<file path="src/include/iorc_defs.vh">
// Constants for the I/O port reset and low-power control block.
// Operation
// - Reset holds every pin high-impedance analog.
// - Software picks pull-down or pull-up per port.
// - Nonvolatile setting loads automatically at reset release.
// - Low-power mode holds pins at present state.
// - Pin interrupt detection keeps running in low power.
// - Every pin sits in a boundary-scan chain.
// - I2C address wake only on one dedicated pin.
// - Per-pin edge select sets status, requests interrupt.
`ifndef IORC_DEFS_VH
`define IORC_DEFS_VH
`define IORC_NPIN 8
`define IORC_NV_SYNC_WAIT 2'h2
`define IORC_ADDR_CTRL 12'h000
`define IORC_ADDR_RSTCFG 12'h004
`define IORC_ADDR_DOUT 12'h008
`define IORC_ADDR_OE 12'h00C
`define IORC_ADDR_PIN 12'h010
`define IORC_ADDR_EDGE 12'h014
`define IORC_ADDR_STAT 12'h018
`define IORC_ADDR_MASK 12'h01C
`define IORC_ADDR_NVDATA 12'h020
`define IORC_ADDR_WAKE 12'h024
`define IORC_EDGE_NONE 2'h0
`define IORC_EDGE_RISE 2'h1
`define IORC_EDGE_FALL 2'h2
`define IORC_EDGE_BOTH 2'h3
`define IORC_CTRL_LP 0
`define IORC_CTRL_I2CW 1
`define IORC_DRV_HIZA 2'h0
`define IORC_DRV_PD 2'h1
`define IORC_DRV_PU 2'h2
`define IORC_DRV_STRONG 2'h3
`endif

</file>
<file path="src/rtl/iorc_edge_detect.v">
// Per-pin edge detector for the port interrupt unit.
`timescale 1ns/1ps
`include "iorc_defs.vh"
module iorc_edge_detect (
   input wire pclk,
   input wire presetn,
   input wire [7:0] pin_sync,
   input wire [15:0] edge_sel,
   output reg [7:0] evt
);
   reg [7:0] prev_q;
   reg [7:0] evt_d;
   integer i;
   always @* begin
      evt_d = 8'h00;
      for (i = 0; i < `IORC_NPIN; i = i + 1) begin
         case (edge_sel[2*i +: 2])
            `IORC_EDGE_RISE: evt_d[i] = pin_sync[i] & ~prev_q[i];
            `IORC_EDGE_FALL: evt_d[i] = ~pin_sync[i] & prev_q[i];
            `IORC_EDGE_BOTH: evt_d[i] = pin_sync[i] ^ prev_q[i];
            default: evt_d[i] = 1'b0;
         endcase
      end
   end
   // Runs regardless of low-power state so a pin can wake the part.
   always @(posedge pclk or negedge presetn) begin
      if (!presetn) begin
         prev_q <= 8'h00;
         evt <= 8'h00;
      end else begin
         prev_q <= pin_sync;
         evt <= evt_d;
      end
   end
endmodule // iorc_edge_detect

</file>
<file path="src/rtl/iorc_bscan_cell.v">
// Boundary-scan chain over the port pins.
`timescale 1ns/1ps
`include "iorc_defs.vh"
module iorc_bscan_cell (
   input wire pclk,
   input wire presetn,
   input wire scan_en,
   input wire scan_shift,
   input wire scan_update,
   input wire scan_in,
   input wire [7:0] pin_in,
   output wire scan_out,
   output reg [7:0] upd
);
   reg [7:0] sh_q;
   assign scan_out = sh_q[0];
   always @(posedge pclk or negedge presetn) begin
      if (!presetn) begin
         sh_q <= 8'h00;
         upd <= 8'h00;
      end else if (scan_en) begin
         if (scan_shift)
            sh_q <= {scan_in, sh_q[7:1]};
         else if (!scan_update)
            sh_q <= pin_in;
         if (scan_update)
            upd <= sh_q;
      end
   end
endmodule // iorc_bscan_cell

</file>
<file path="src/rtl/iorc_port.v">
// GPIO port with reset drive, low-power hold, pin interrupts and scan.
`timescale 1ns/1ps
`include "iorc_defs.vh"
module iorc_port (
   input wire pclk,
   input wire presetn,
   input wire psel,
   input wire penable,
   input wire pwrite,
   input wire [11:0] paddr,
   input wire [31:0] pwdata,
   output reg [31:0] prdata,
   output reg pready,
   output reg pslverr,
   input wire [7:0] pin_i,
   output reg [7:0] pin_o,
   output reg [7:0] pin_oe_n,
   output reg [15:0] pin_drv,
   input wire nv_pull_up,
   input wire i2c_wake_pin_i,
   input wire scan_en,
   input wire scan_shift,
   input wire scan_update,
   input wire scan_in,
   output reg scan_out,
   output reg wake,
   output reg irq
);
   reg [7:0] p1_q, p2_q;
   reg w1_q, w2_q;
   reg nv1_q, nv2_q;
   reg [1:0] ctrl_q;
   reg rstcfg_q;
   reg nv_q;
   reg loaded_q;
   reg [1:0] nv_wait_q;
   reg [7:0] dout_q, oe_q;
   reg [15:0] edge_q;
   reg [7:0] stat_q, mask_q;
   reg [7:0] hold_o_q, hold_oe_q;
   reg wake_stat_q;
   wire [7:0] evt;
   wire [7:0] upd;
   wire chain_out;
   wire acc, wr, rd;
   wire lp;
   assign acc = psel & penable;
   assign wr = acc & pwrite & loaded_q;
   assign rd = acc & ~pwrite;
   assign lp = ctrl_q[`IORC_CTRL_LP];

   function hit;
      input [11:0] a;
      input [11:0] r;
      begin
         hit = (a == r);
      end
   endfunction

   iorc_edge_detect u_edge (
      .pclk(pclk),
      .presetn(presetn),
      .pin_sync(p2_q),
      .edge_sel(edge_q),
      .evt(evt)
   );

   iorc_bscan_cell u_scan (
      .pclk(pclk),
      .presetn(presetn),
      .scan_en(scan_en),
      .scan_shift(scan_shift),
      .scan_update(scan_update),
      .scan_in(scan_in),
      .pin_in(p2_q),
      .scan_out(chain_out),
      .upd(upd)
   );

   always @(posedge pclk or negedge presetn) begin
      if (!presetn) begin
         p1_q <= 8'h00;
         p2_q <= 8'h00;
         w1_q <= 1'b0;
         w2_q <= 1'b0;
         nv1_q <= 1'b0;
         nv2_q <= 1'b0;
      end else begin
         p1_q <= pin_i;
         p2_q <= p1_q;
         w1_q <= i2c_wake_pin_i;
         w2_q <= w1_q;
         nv1_q <= nv_pull_up;
         nv2_q <= nv1_q;
      end
   end

   // The nonvolatile copy lands once, after the strap has passed both
   // synchroniser stages; sooner, it would copy their reset value.
   always @(posedge pclk or negedge presetn) begin
      if (!presetn) begin
         loaded_q <= 1'b0;
         rstcfg_q <= 1'b0;
         nv_q <= 1'b0;
         nv_wait_q <= 2'h0;
      end else if (!loaded_q) begin
         if (nv_wait_q == `IORC_NV_SYNC_WAIT) begin
            nv_q <= nv2_q;
            rstcfg_q <= nv2_q;
            loaded_q <= 1'b1;
         end else begin
            nv_wait_q <= nv_wait_q + 2'h1;
         end
      end else if (wr && hit(paddr, `IORC_ADDR_NVDATA)) begin
         nv_q <= pwdata[0];
      end else if (wr && hit(paddr, `IORC_ADDR_RSTCFG)) begin
         rstcfg_q <= pwdata[0];
      end
   end

   always @(posedge pclk or negedge presetn) begin
      if (!presetn) begin
         ctrl_q <= 2'h0;
         dout_q <= 8'h00;
         oe_q <= 8'h00;
         edge_q <= 16'h0000;
         mask_q <= 8'h00;
      end else if (wr) begin
         if (hit(paddr, `IORC_ADDR_CTRL))
            ctrl_q <= pwdata[1:0];
         if (hit(paddr, `IORC_ADDR_DOUT))
            dout_q <= pwdata[7:0];
         if (hit(paddr, `IORC_ADDR_OE))
            oe_q <= pwdata[7:0];
         if (hit(paddr, `IORC_ADDR_EDGE))
            edge_q <= pwdata[15:0];
         if (hit(paddr, `IORC_ADDR_MASK))
            mask_q <= pwdata[7:0];
      end else if (lp && (|(stat_q & mask_q) || wake_stat_q)) begin
         ctrl_q[`IORC_CTRL_LP] <= 1'b0;
      end
   end

   // Sticky status; a read clears only the bits that it returned, so an
   // event in the setup cycle survives, and a new event wins over a clear.
   always @(posedge pclk or negedge presetn) begin
      if (!presetn) begin
         stat_q <= 8'h00;
         wake_stat_q <= 1'b0;
      end else begin
         if (rd && hit(paddr, `IORC_ADDR_STAT))
            stat_q <= (stat_q & ~prdata[7:0]) | evt;
         else
            stat_q <= stat_q | evt;
         if (rd && hit(paddr, `IORC_ADDR_WAKE))
            wake_stat_q <= (wake_stat_q & ~prdata[0]) |
               (lp & ctrl_q[`IORC_CTRL_I2CW] & w2_q);
         else if (lp && ctrl_q[`IORC_CTRL_I2CW] && w2_q)
            wake_stat_q <= 1'b1;
      end
   end

   // Pin state is frozen while in low power.
   always @(posedge pclk or negedge presetn) begin
      if (!presetn) begin
         hold_o_q <= 8'h00;
         hold_oe_q <= 8'h00;
      end else if (!lp) begin
         hold_o_q <= dout_q;
         hold_oe_q <= oe_q;
      end
   end

   integer k;
   always @(posedge pclk or negedge presetn) begin
      if (!presetn) begin
         pin_o <= 8'h00;
         pin_oe_n <= 8'hFF;
         pin_drv <= 16'h0000;
      end else if (!loaded_q) begin
         // Pins stay in the reset state until the reset drive is in place.
         pin_o <= 8'h00;
         pin_oe_n <= 8'hFF;
         pin_drv <= {8{`IORC_DRV_HIZA}};
      end else if (scan_en) begin
         pin_o <= upd;
         pin_oe_n <= 8'h00;
         pin_drv <= {8{`IORC_DRV_STRONG}};
      end else begin
         pin_o <= hold_o_q;
         pin_oe_n <= ~hold_oe_q;
         for (k = 0; k < `IORC_NPIN; k = k + 1) begin
            if (hold_oe_q[k])
               pin_drv[2*k +: 2] <= `IORC_DRV_STRONG;
            else if (rstcfg_q)
               pin_drv[2*k +: 2] <= `IORC_DRV_PU;
            else
               pin_drv[2*k +: 2] <= `IORC_DRV_PD;
         end
      end
   end

   always @(posedge pclk or negedge presetn) begin
      if (!presetn) begin
         irq <= 1'b0;
         wake <= 1'b0;
         scan_out <= 1'b0;
      end else begin
         irq <= |(stat_q & mask_q);
         wake <= lp & (|(stat_q & mask_q) | wake_stat_q);
         scan_out <= chain_out;
      end
   end

   always @(posedge pclk or negedge presetn) begin
      if (!presetn) begin
         prdata <= 32'h00000000;
         pready <= 1'b0;
         pslverr <= 1'b0;
      end else begin
         pready <= psel & ~penable;
         pslverr <= 1'b0;
         prdata <= 32'h00000000;
         if (psel && !penable && !pwrite) begin
            case (paddr)
               `IORC_ADDR_CTRL: prdata <= {30'h0, ctrl_q};
               `IORC_ADDR_RSTCFG: prdata <= {31'h0, rstcfg_q};
               `IORC_ADDR_DOUT: prdata <= {24'h0, dout_q};
               `IORC_ADDR_OE: prdata <= {24'h0, oe_q};
               `IORC_ADDR_PIN: prdata <= {24'h0, p2_q};
               `IORC_ADDR_EDGE: prdata <= {16'h0, edge_q};
               `IORC_ADDR_STAT: prdata <= {24'h0, stat_q};
               `IORC_ADDR_MASK: prdata <= {24'h0, mask_q};
               `IORC_ADDR_NVDATA: prdata <= {31'h0, nv_q};
               `IORC_ADDR_WAKE: prdata <= {31'h0, wake_stat_q};
               default: pslverr <= 1'b1;
            endcase
         end else if (psel && !penable) begin
            case (paddr)
               `IORC_ADDR_CTRL, `IORC_ADDR_RSTCFG, `IORC_ADDR_DOUT,
               `IORC_ADDR_OE, `IORC_ADDR_PIN, `IORC_ADDR_EDGE,
               `IORC_ADDR_STAT, `IORC_ADDR_MASK, `IORC_ADDR_NVDATA,
               `IORC_ADDR_WAKE: pslverr <= 1'b0;
               default: pslverr <= 1'b1;
            endcase
         end
      end
   end
endmodule // iorc_port

</file>
<file path="config.mk">
export PLATFORM = sky130hd
export DESIGN_NAME = iorc_port
export DESIGN_NICKNAME = d
export VERILOG_FILES = /design/src/rtl/iorc_edge_detect.v /design/src/rtl/iorc_bscan_cell.v /design/src/rtl/iorc_port.v
export VERILOG_INCLUDE_DIRS = /design/src /design/src/include
export SDC_FILE = /design/constraint.sdc
export NUM_CORES = 1
export LEC_CHECK = 0
export BUFFER_PORTS_ARGS = -buffer_cell sky130_fd_sc_hd__buf_2
export CORE_ASPECT_RATIO = 0.9
export CORE_MARGIN = 4
export CORE_UTILIZATION = 45
export DETAILED_ROUTE_END_ITERATION = 10
export HOLD_SLACK_MARGIN = 0.1
export PLACE_DENSITY = 0.7
export SLEW_MARGIN = 10
export SYNTH_ARGS = -nofsm -noshare
export SYNTH_HDL_FRONTEND = slang
export SYNTH_SLANG_ARGS = --single-unit
</file>
<file path="constraint.sdc">
create_clock -name pclk -period 2.6 [get_ports pclk]
set_input_delay 0.26 -clock pclk [delete_from_list [all_inputs] [get_ports pclk]]
set_output_delay 0.26 -clock pclk [all_outputs]
set_load 0.03 [all_outputs]
</file>
# ---- After elaboration in Yosys (flattened, before gate mapping)
# Cells that the tools add are included.
dict set report totals {
  wordCells 208
  register_bits 193
  out_inout_bits 69
  input_bits 63
}
dict set report op_classes {
  addsub 1
  bitwise 62
  muxes 44
  eq_ne 39
  n_reduce_logical 29
}
# operator n
set ops {}
lappend ops {{16-bit one-hot mux with 10 select lines} 1}
lappend ops {{8-bit 2-to-1 mux} 7}
lappend ops {{12-bit by 5-bit equality test with 1-bit output, second input constant} 4}
lappend ops {{2-bit equality test, second input constant} 17}
lappend ops {{16-bit 2-to-1 mux} 2}
lappend ops {{32-bit 2-to-1 mux} 1}
lappend ops {{1-bit AND} 25}
lappend ops {{12-bit by 4-bit equality test with 1-bit output, second input constant} 2}
lappend ops {{12-bit by 6-bit equality test with 1-bit output, second input constant} 2}
lappend ops {{1-bit one-hot mux with 3 select lines} 8}
lappend ops {{1-bit inverter} 21}
lappend ops {{2-bit AND reduction} 10}
lappend ops {{2-bit 2-to-1 mux} 9}
lappend ops {{8-bit AND} 2}
lappend ops {{2-bit by 1-bit equality test with 1-bit output, second input constant} 8}
lappend ops {{1-bit 2-to-1 mux} 16}
lappend ops {{8-bit inverter} 2}
lappend ops {{8-bit bitwise OR} 2}
lappend ops {{12-bit by 3-bit equality test with 1-bit output, second input constant} 1}
lappend ops {{12-bit zero test} 1}
lappend ops {{10-bit OR reduction} 1}
lappend ops {{1-bit logical AND} 9}
lappend ops {{8-bit OR reduction} 1}
lappend ops {{1-bit XOR} 8}
lappend ops {{other kinds (8)} 15}

# ---- Longest topological paths before layout
dict set report logic_depth {
  ltp_word 7
  depth_mapped 7
  depth_no_buf 6
}

# ---- Modules after synthesis
# A second synthesis with hierarchy kept.
dict set report unflattened {
  cells_unflattened 571
  hier_area_um2 7407.1
}
# module n_inst cells_each seq_area_each_um2 area_per_inst_um2
set modules_own_cells {}
lappend modules_own_cells {iorc_port 1 423 3638.5 5814.3}
lappend modules_own_cells {iorc_edge_detect 1 87 400.4 864.6}
lappend modules_own_cells {iorc_bscan_cell 1 61 400.4 728.2}

# ---- Worst setup path before layout
# OpenSTA, ideal clock, no wires.
dict set report synth_path {
  kind {input -> register}
  startpoint {input paddr[1]}
  endpoint {register dout_q[0]}
  cell_stages 5
  t_arrival_ns 2.192
  required_ns 2.475
  path_slack_ns 0.283
  setup_ns 0.125
  cell_sequence {or4_1 > buf_2 > or4_4 > nor3b_4 > mux2_2}
}
dict set report synth_via {
  elab_chain_len 2
}
# element line_no
set synth_rtl {}
lappend synth_rtl {{start, declared} iorc_port.v:10} ;# input wire [11:0] paddr,
lappend synth_rtl {{12-bit by 4-bit equality test with 1-bit output} iorc_port.v:56} ;# hit = (a == r);
lappend synth_rtl {{2-bit AND reduction (no line)} n/a}
lappend synth_rtl {{end signal, assigned} iorc_port.v:132} ;# dout_q <= pwdata[7:0];
lappend synth_rtl {{end, declared} iorc_port.v:37} ;# reg [7:0] dout_q, oe_q;
# No other way between the ends.
# A chain may end at the register's enable or synchronous reset.

# ---- Final worst setup path
dict set report layout_path {
  startpoint {register loaded_q}
  endpoint {register oe_q[0]}
}
dict set report layout_via {
  elab_chain_len 2
}
# element line_no
set layout_rtl {}
lappend layout_rtl {{start, declared} iorc_port.v:35} ;# reg loaded_q;
lappend layout_rtl {{start signal, assigned} iorc_port.v:102} ;# loaded_q <= 1'b0;
lappend layout_rtl {{start signal, assigned} iorc_port.v:110} ;# loaded_q <= 1'b1;
lappend layout_rtl {{1-bit AND} iorc_port.v:48} ;# assign wr = acc & pwrite & loaded_q;
lappend layout_rtl {{2-bit AND reduction (no line)} n/a}
lappend layout_rtl {{end signal, assigned} iorc_port.v:134} ;# oe_q <= pwdata[7:0];
lappend layout_rtl {{end, declared} iorc_port.v:37}
# No other way between the ends.

==> key figures <==
Clock tree
  • Num CTS Buffers: 17
  • Clk root buf: clkbuf_16
  • Clock Path Buffers: 2
  • H-Tree Depth: 4
  • Clk sink count: 177
  • Post-CTS Setup Repair Bufs: 0
  • CTS tree: yes
  • Skew-Pair Late Insertion Delay: 0.43 ns
  • Resized cells post-CTS: 0
  • CTS clock-pin slew for the worst setup and hold paths: 0.07 ns
  • CTS Hold Bufs: 22

Power and ir drop
  • Lkg Pwr: 4.25 nW
  • Final Power: 5.88 mW
  • Switching Share: 0.258
  • Flop pwr share: 0.502
  • Peak VDD IR: 488 uV
  • Comb power frac: 0.091
  • Power Density: 666 nW/um2
  • Cell internal pwr: 4.36 mW
  • Clock power frac: 0.406
  • Sw power: 1.52 mW

Synthesis
  • Compound-Gate Fraction of Synth Area: 0.0671
  • Syn. warnings: 0
  • Syn_area_per_cell: 12.8 um2
  • Mux contribution to synthesized area: 0.155
  • Synth Instances: 572
  • Synth Area in Simple Gates: 0.0932
  • Synth unique cells: 47
  • Top_reg_cell synth: dfrtp_1
  • Largest family of logic cells by synthesized area: multiplexers
  • Register area share after synthesis: 0.608
  • Adder-cell share of the synthesized area: 0.0291
  • Post-Syn Area: 7310 um2
  • Yosys reg bits: 177
  • Number of synthesized flops with an enable pin: 0
  • Xor and xnor area share after synthesis: 0.00120
  • Ys async rst share: 1.00

Routing
  • Antenna viol nets, final: 0
  • Wire length per cell: 17.6 um
  • Drc violations: 0
  • DR pass1 iterations: 5
  • Via Count: 4,856
  • Via density: 5.29
  • Final WL: 16,200 um
  • Initial drt markers: 307

Floorplanning
  • Core area: 15,700 um2
  • Horiz. Die Dim: 142 um
  • Die H: 129 um
  • Die ar.: 18,300 um2
  • Row count: 43
  • Initial Utilization: 0.467
  • Top Ports: 132

STA
  • Period utilization: 0.811
  • Clock Skew: 0.00683 ns
  • Least-Margin Pin Slew: 0.782 ns
  • Slew HR: 0.479
  • Min cycle time layout: 2.11 ns
  • Max-slew violations: 0
  • Final setup violation count: 0
  • F_max: 474 MHz
  • RSZ-0062 raised after global routing: false
  • Setup TNS: 0 ns
  • Fin. Hold Viols: 0

Critical path
  • Worst setup path start: loaded_q
  • Crit Reg-Reg Startpoint: loaded_q
  • Delay of the slowest critical-path stage: 0.58 ns
  • Critical-path maximum fanout: 14
  • Worst reg-to-reg setup slack: 0.49 ns
  • CP arrival: 2.42 ns
  • Bufs and invs on worst path: 0
  • CP max-delay cell: dfrtp_1
  • CP Cell Sequence: nand4_1 > or4_4 > nor2_2 > mux2_2
  • Setup crit end kind: register
  • Crit path required time: 2.91 ns
  • CP top delay family: simple AND/OR/NAND/NOR gates
  • Worst setup SP type: register
  • Setup CP Type: register to register

Final layout
  • Area grow syn2layout: 20.8%
  • Share of cells above drive strength 1: 0.338
  • Nets: 783
  • Register Area: 4440 um2
  • Largest registers: edge_q (16), pin_drv (16), prdata (16)
  • Fillers: 1,339
  • Multi-input logic area: 2590 um2
  • Fin util: 0.564
  • Antenna cells: 0

Placement
  • Final GP Congestion: 0.835
  • HPWL after DPL: 11,700 um
  • PortBufs: 99

Run status
  • Status: completed

Global route
  • Global-route wire length before repair: 26,200 um
  • Vias in the first global route: 4,966
  • Largest net degree at the start of global routing: 60
  • Total GRT Usage: 0.186
  • Initial antenna violation count: 1
  • Total congestion overflow: 0

Hold path
  • Worst min path class: input pin to register
  • Hold_sp: pwdata[6]

Run
  • Total of max-cap violations: 0
## stage by stage
step / hold WS, ns / instance area (um2) / instances / setup slack [ns]
after CTS: 0.117 / 8830 / 918 / 0.446
final: 0.143 / 8830 / 918 / 0.491
after global routing: 0.125 / 8830 / 918 / 0.332
after detailed placement: 0.272 / 8050 / 864 / 0.151
after global placement: 0.265 / 8050 / 864 / 0.233
after floorplan: -0.0356 / 7360 / 587 / 0.283
## cell usage after synthesis, types with 2 or more instances
library cell / number / area, um2
inv_1: 32 / 120
or2_2: 5 / 31.3
nor4b_1: 3 / 26.3
nand2_1: 43 / 161
buf_2: 2 / 10.0
ha_1: 17 / 213
nor4_1: 5 / 31.3
a22oi_1: 17 / 128
nand3_1: 5 / 25.0
buf_4: 16 / 120
o21ai_0: 27 / 135
mux4_2: 6 / 135
o211ai_1: 2 / 15.0
or4b_2: 2 / 20.0
a211oi_1: 5 / 37.5
clkbuf_1: 16 / 60.1
nor2b_1: 12 / 75.1
nor2_1: 26 / 97.6
mux2_2: 71 / 800
o21a_1: 2 / 15.0
buf_1: 4 / 15.0
nand2b_1: 3 / 18.8
a31oi_1: 9 / 56.3
dfrtp_1: 169 / 4230
nand4_1: 2 / 12.5
o41ai_1: 2 / 17.5
or4_1: 3 / 22.5
a21oi_1: 12 / 60.1
and2_1: 10 / 62.6
dfstp_2: 8 / 210
mux2i_1: 20 / 200
## logic make-up (layout without fill, tap and decap cells)
| logic type | count (synthesis) | in the layout |
|---|---|---|
| DFF | 177 | 177 |
| and+or+nand+nor | 129 | 129 |
| muxes | 97 | 97 |
| AOI/OAI and AO/OA | 79 | 79 |
| buffers and inverters | 71 | 200 |
| adders and majority gates | 17 | 17 |
| other | 1 | 16 |
| xor gates and xnor gates | 1 | 1 |
## power groups by stage
stage / clock network [mW] / logic (mW) / registers (mW)
2_1_floorplan: 0 / 0.241 / 3.07
6_report: 2.39 / 0.538 / 2.95
3_5_place_dp: 0 / 0.516 / 3.01
5_1_grt: 2.56 / 0.596 / 2.97
4_1_cts: 2.45 / 0.544 / 2.95
3_3_place_gp: 0 / 0.499 / 3.00
## cell type report
type | instances | area share
flip-flops and latches | 177 | 0.503
clock buffers | 19 | 0.0502
repair buffers | 136 | 0.0988
multi-input cells | 339 | 0.293
inverters | 32 | 0.0136
clock inverters | 13 | 0.0130
well taps | 202 | 0.0286
## worst paths after layout
path	endpoint	cells after the start
worst max register to register	oe_q[0]	4
worst min-delay path	dout_q[6]	2
min in group asynchronous	pin_o[7]	2
max in group asynchronous	edge_q[5]	3
worst min register to register	p2_q[0]	0
worst max-delay path	oe_q[0]	4
## cells in the final DEF (no fill, tap or decap), types with 6 or more instances in the layout
master / count
nor2b_1: 12
ha_1: 17
and2_1: 10
inv_1: 32
dfstp_2: 8
clkbuf_16: 17
dlygate4sd3_1: 22
buf_2: 98
a22oi_1: 17
nand2_1: 43
o21ai_0: 27
mux2i_1: 20
a21oi_1: 12
mux4_2: 6
dfrtp_1: 169
a31oi_1: 9
inv_6: 7
nor2_1: 26
mux2_2: 71
buf_4: 12
conb_1: 16
## metal layers
layer  share of wire  global-route usage  vias to the layer above  routed length [um]
li1                -                   -                     2230                   -
met1            0.43               0.249                     2421                6920
met2            0.48               0.295                      175                7850
met3           0.071              0.0535                       28                1150
met4           0.016              0.0609                        2                 260
met5         0.00080                   0                        -                  13
## worst register-to-register path, cell delays in order (launching register included)
cell and delay (ns):
dfrtp_1 0.58, nand4_1 0.18, or4_4 0.48, nor2_2 0.36, mux2_2 0.39
(Power assumes the default switching activity.)
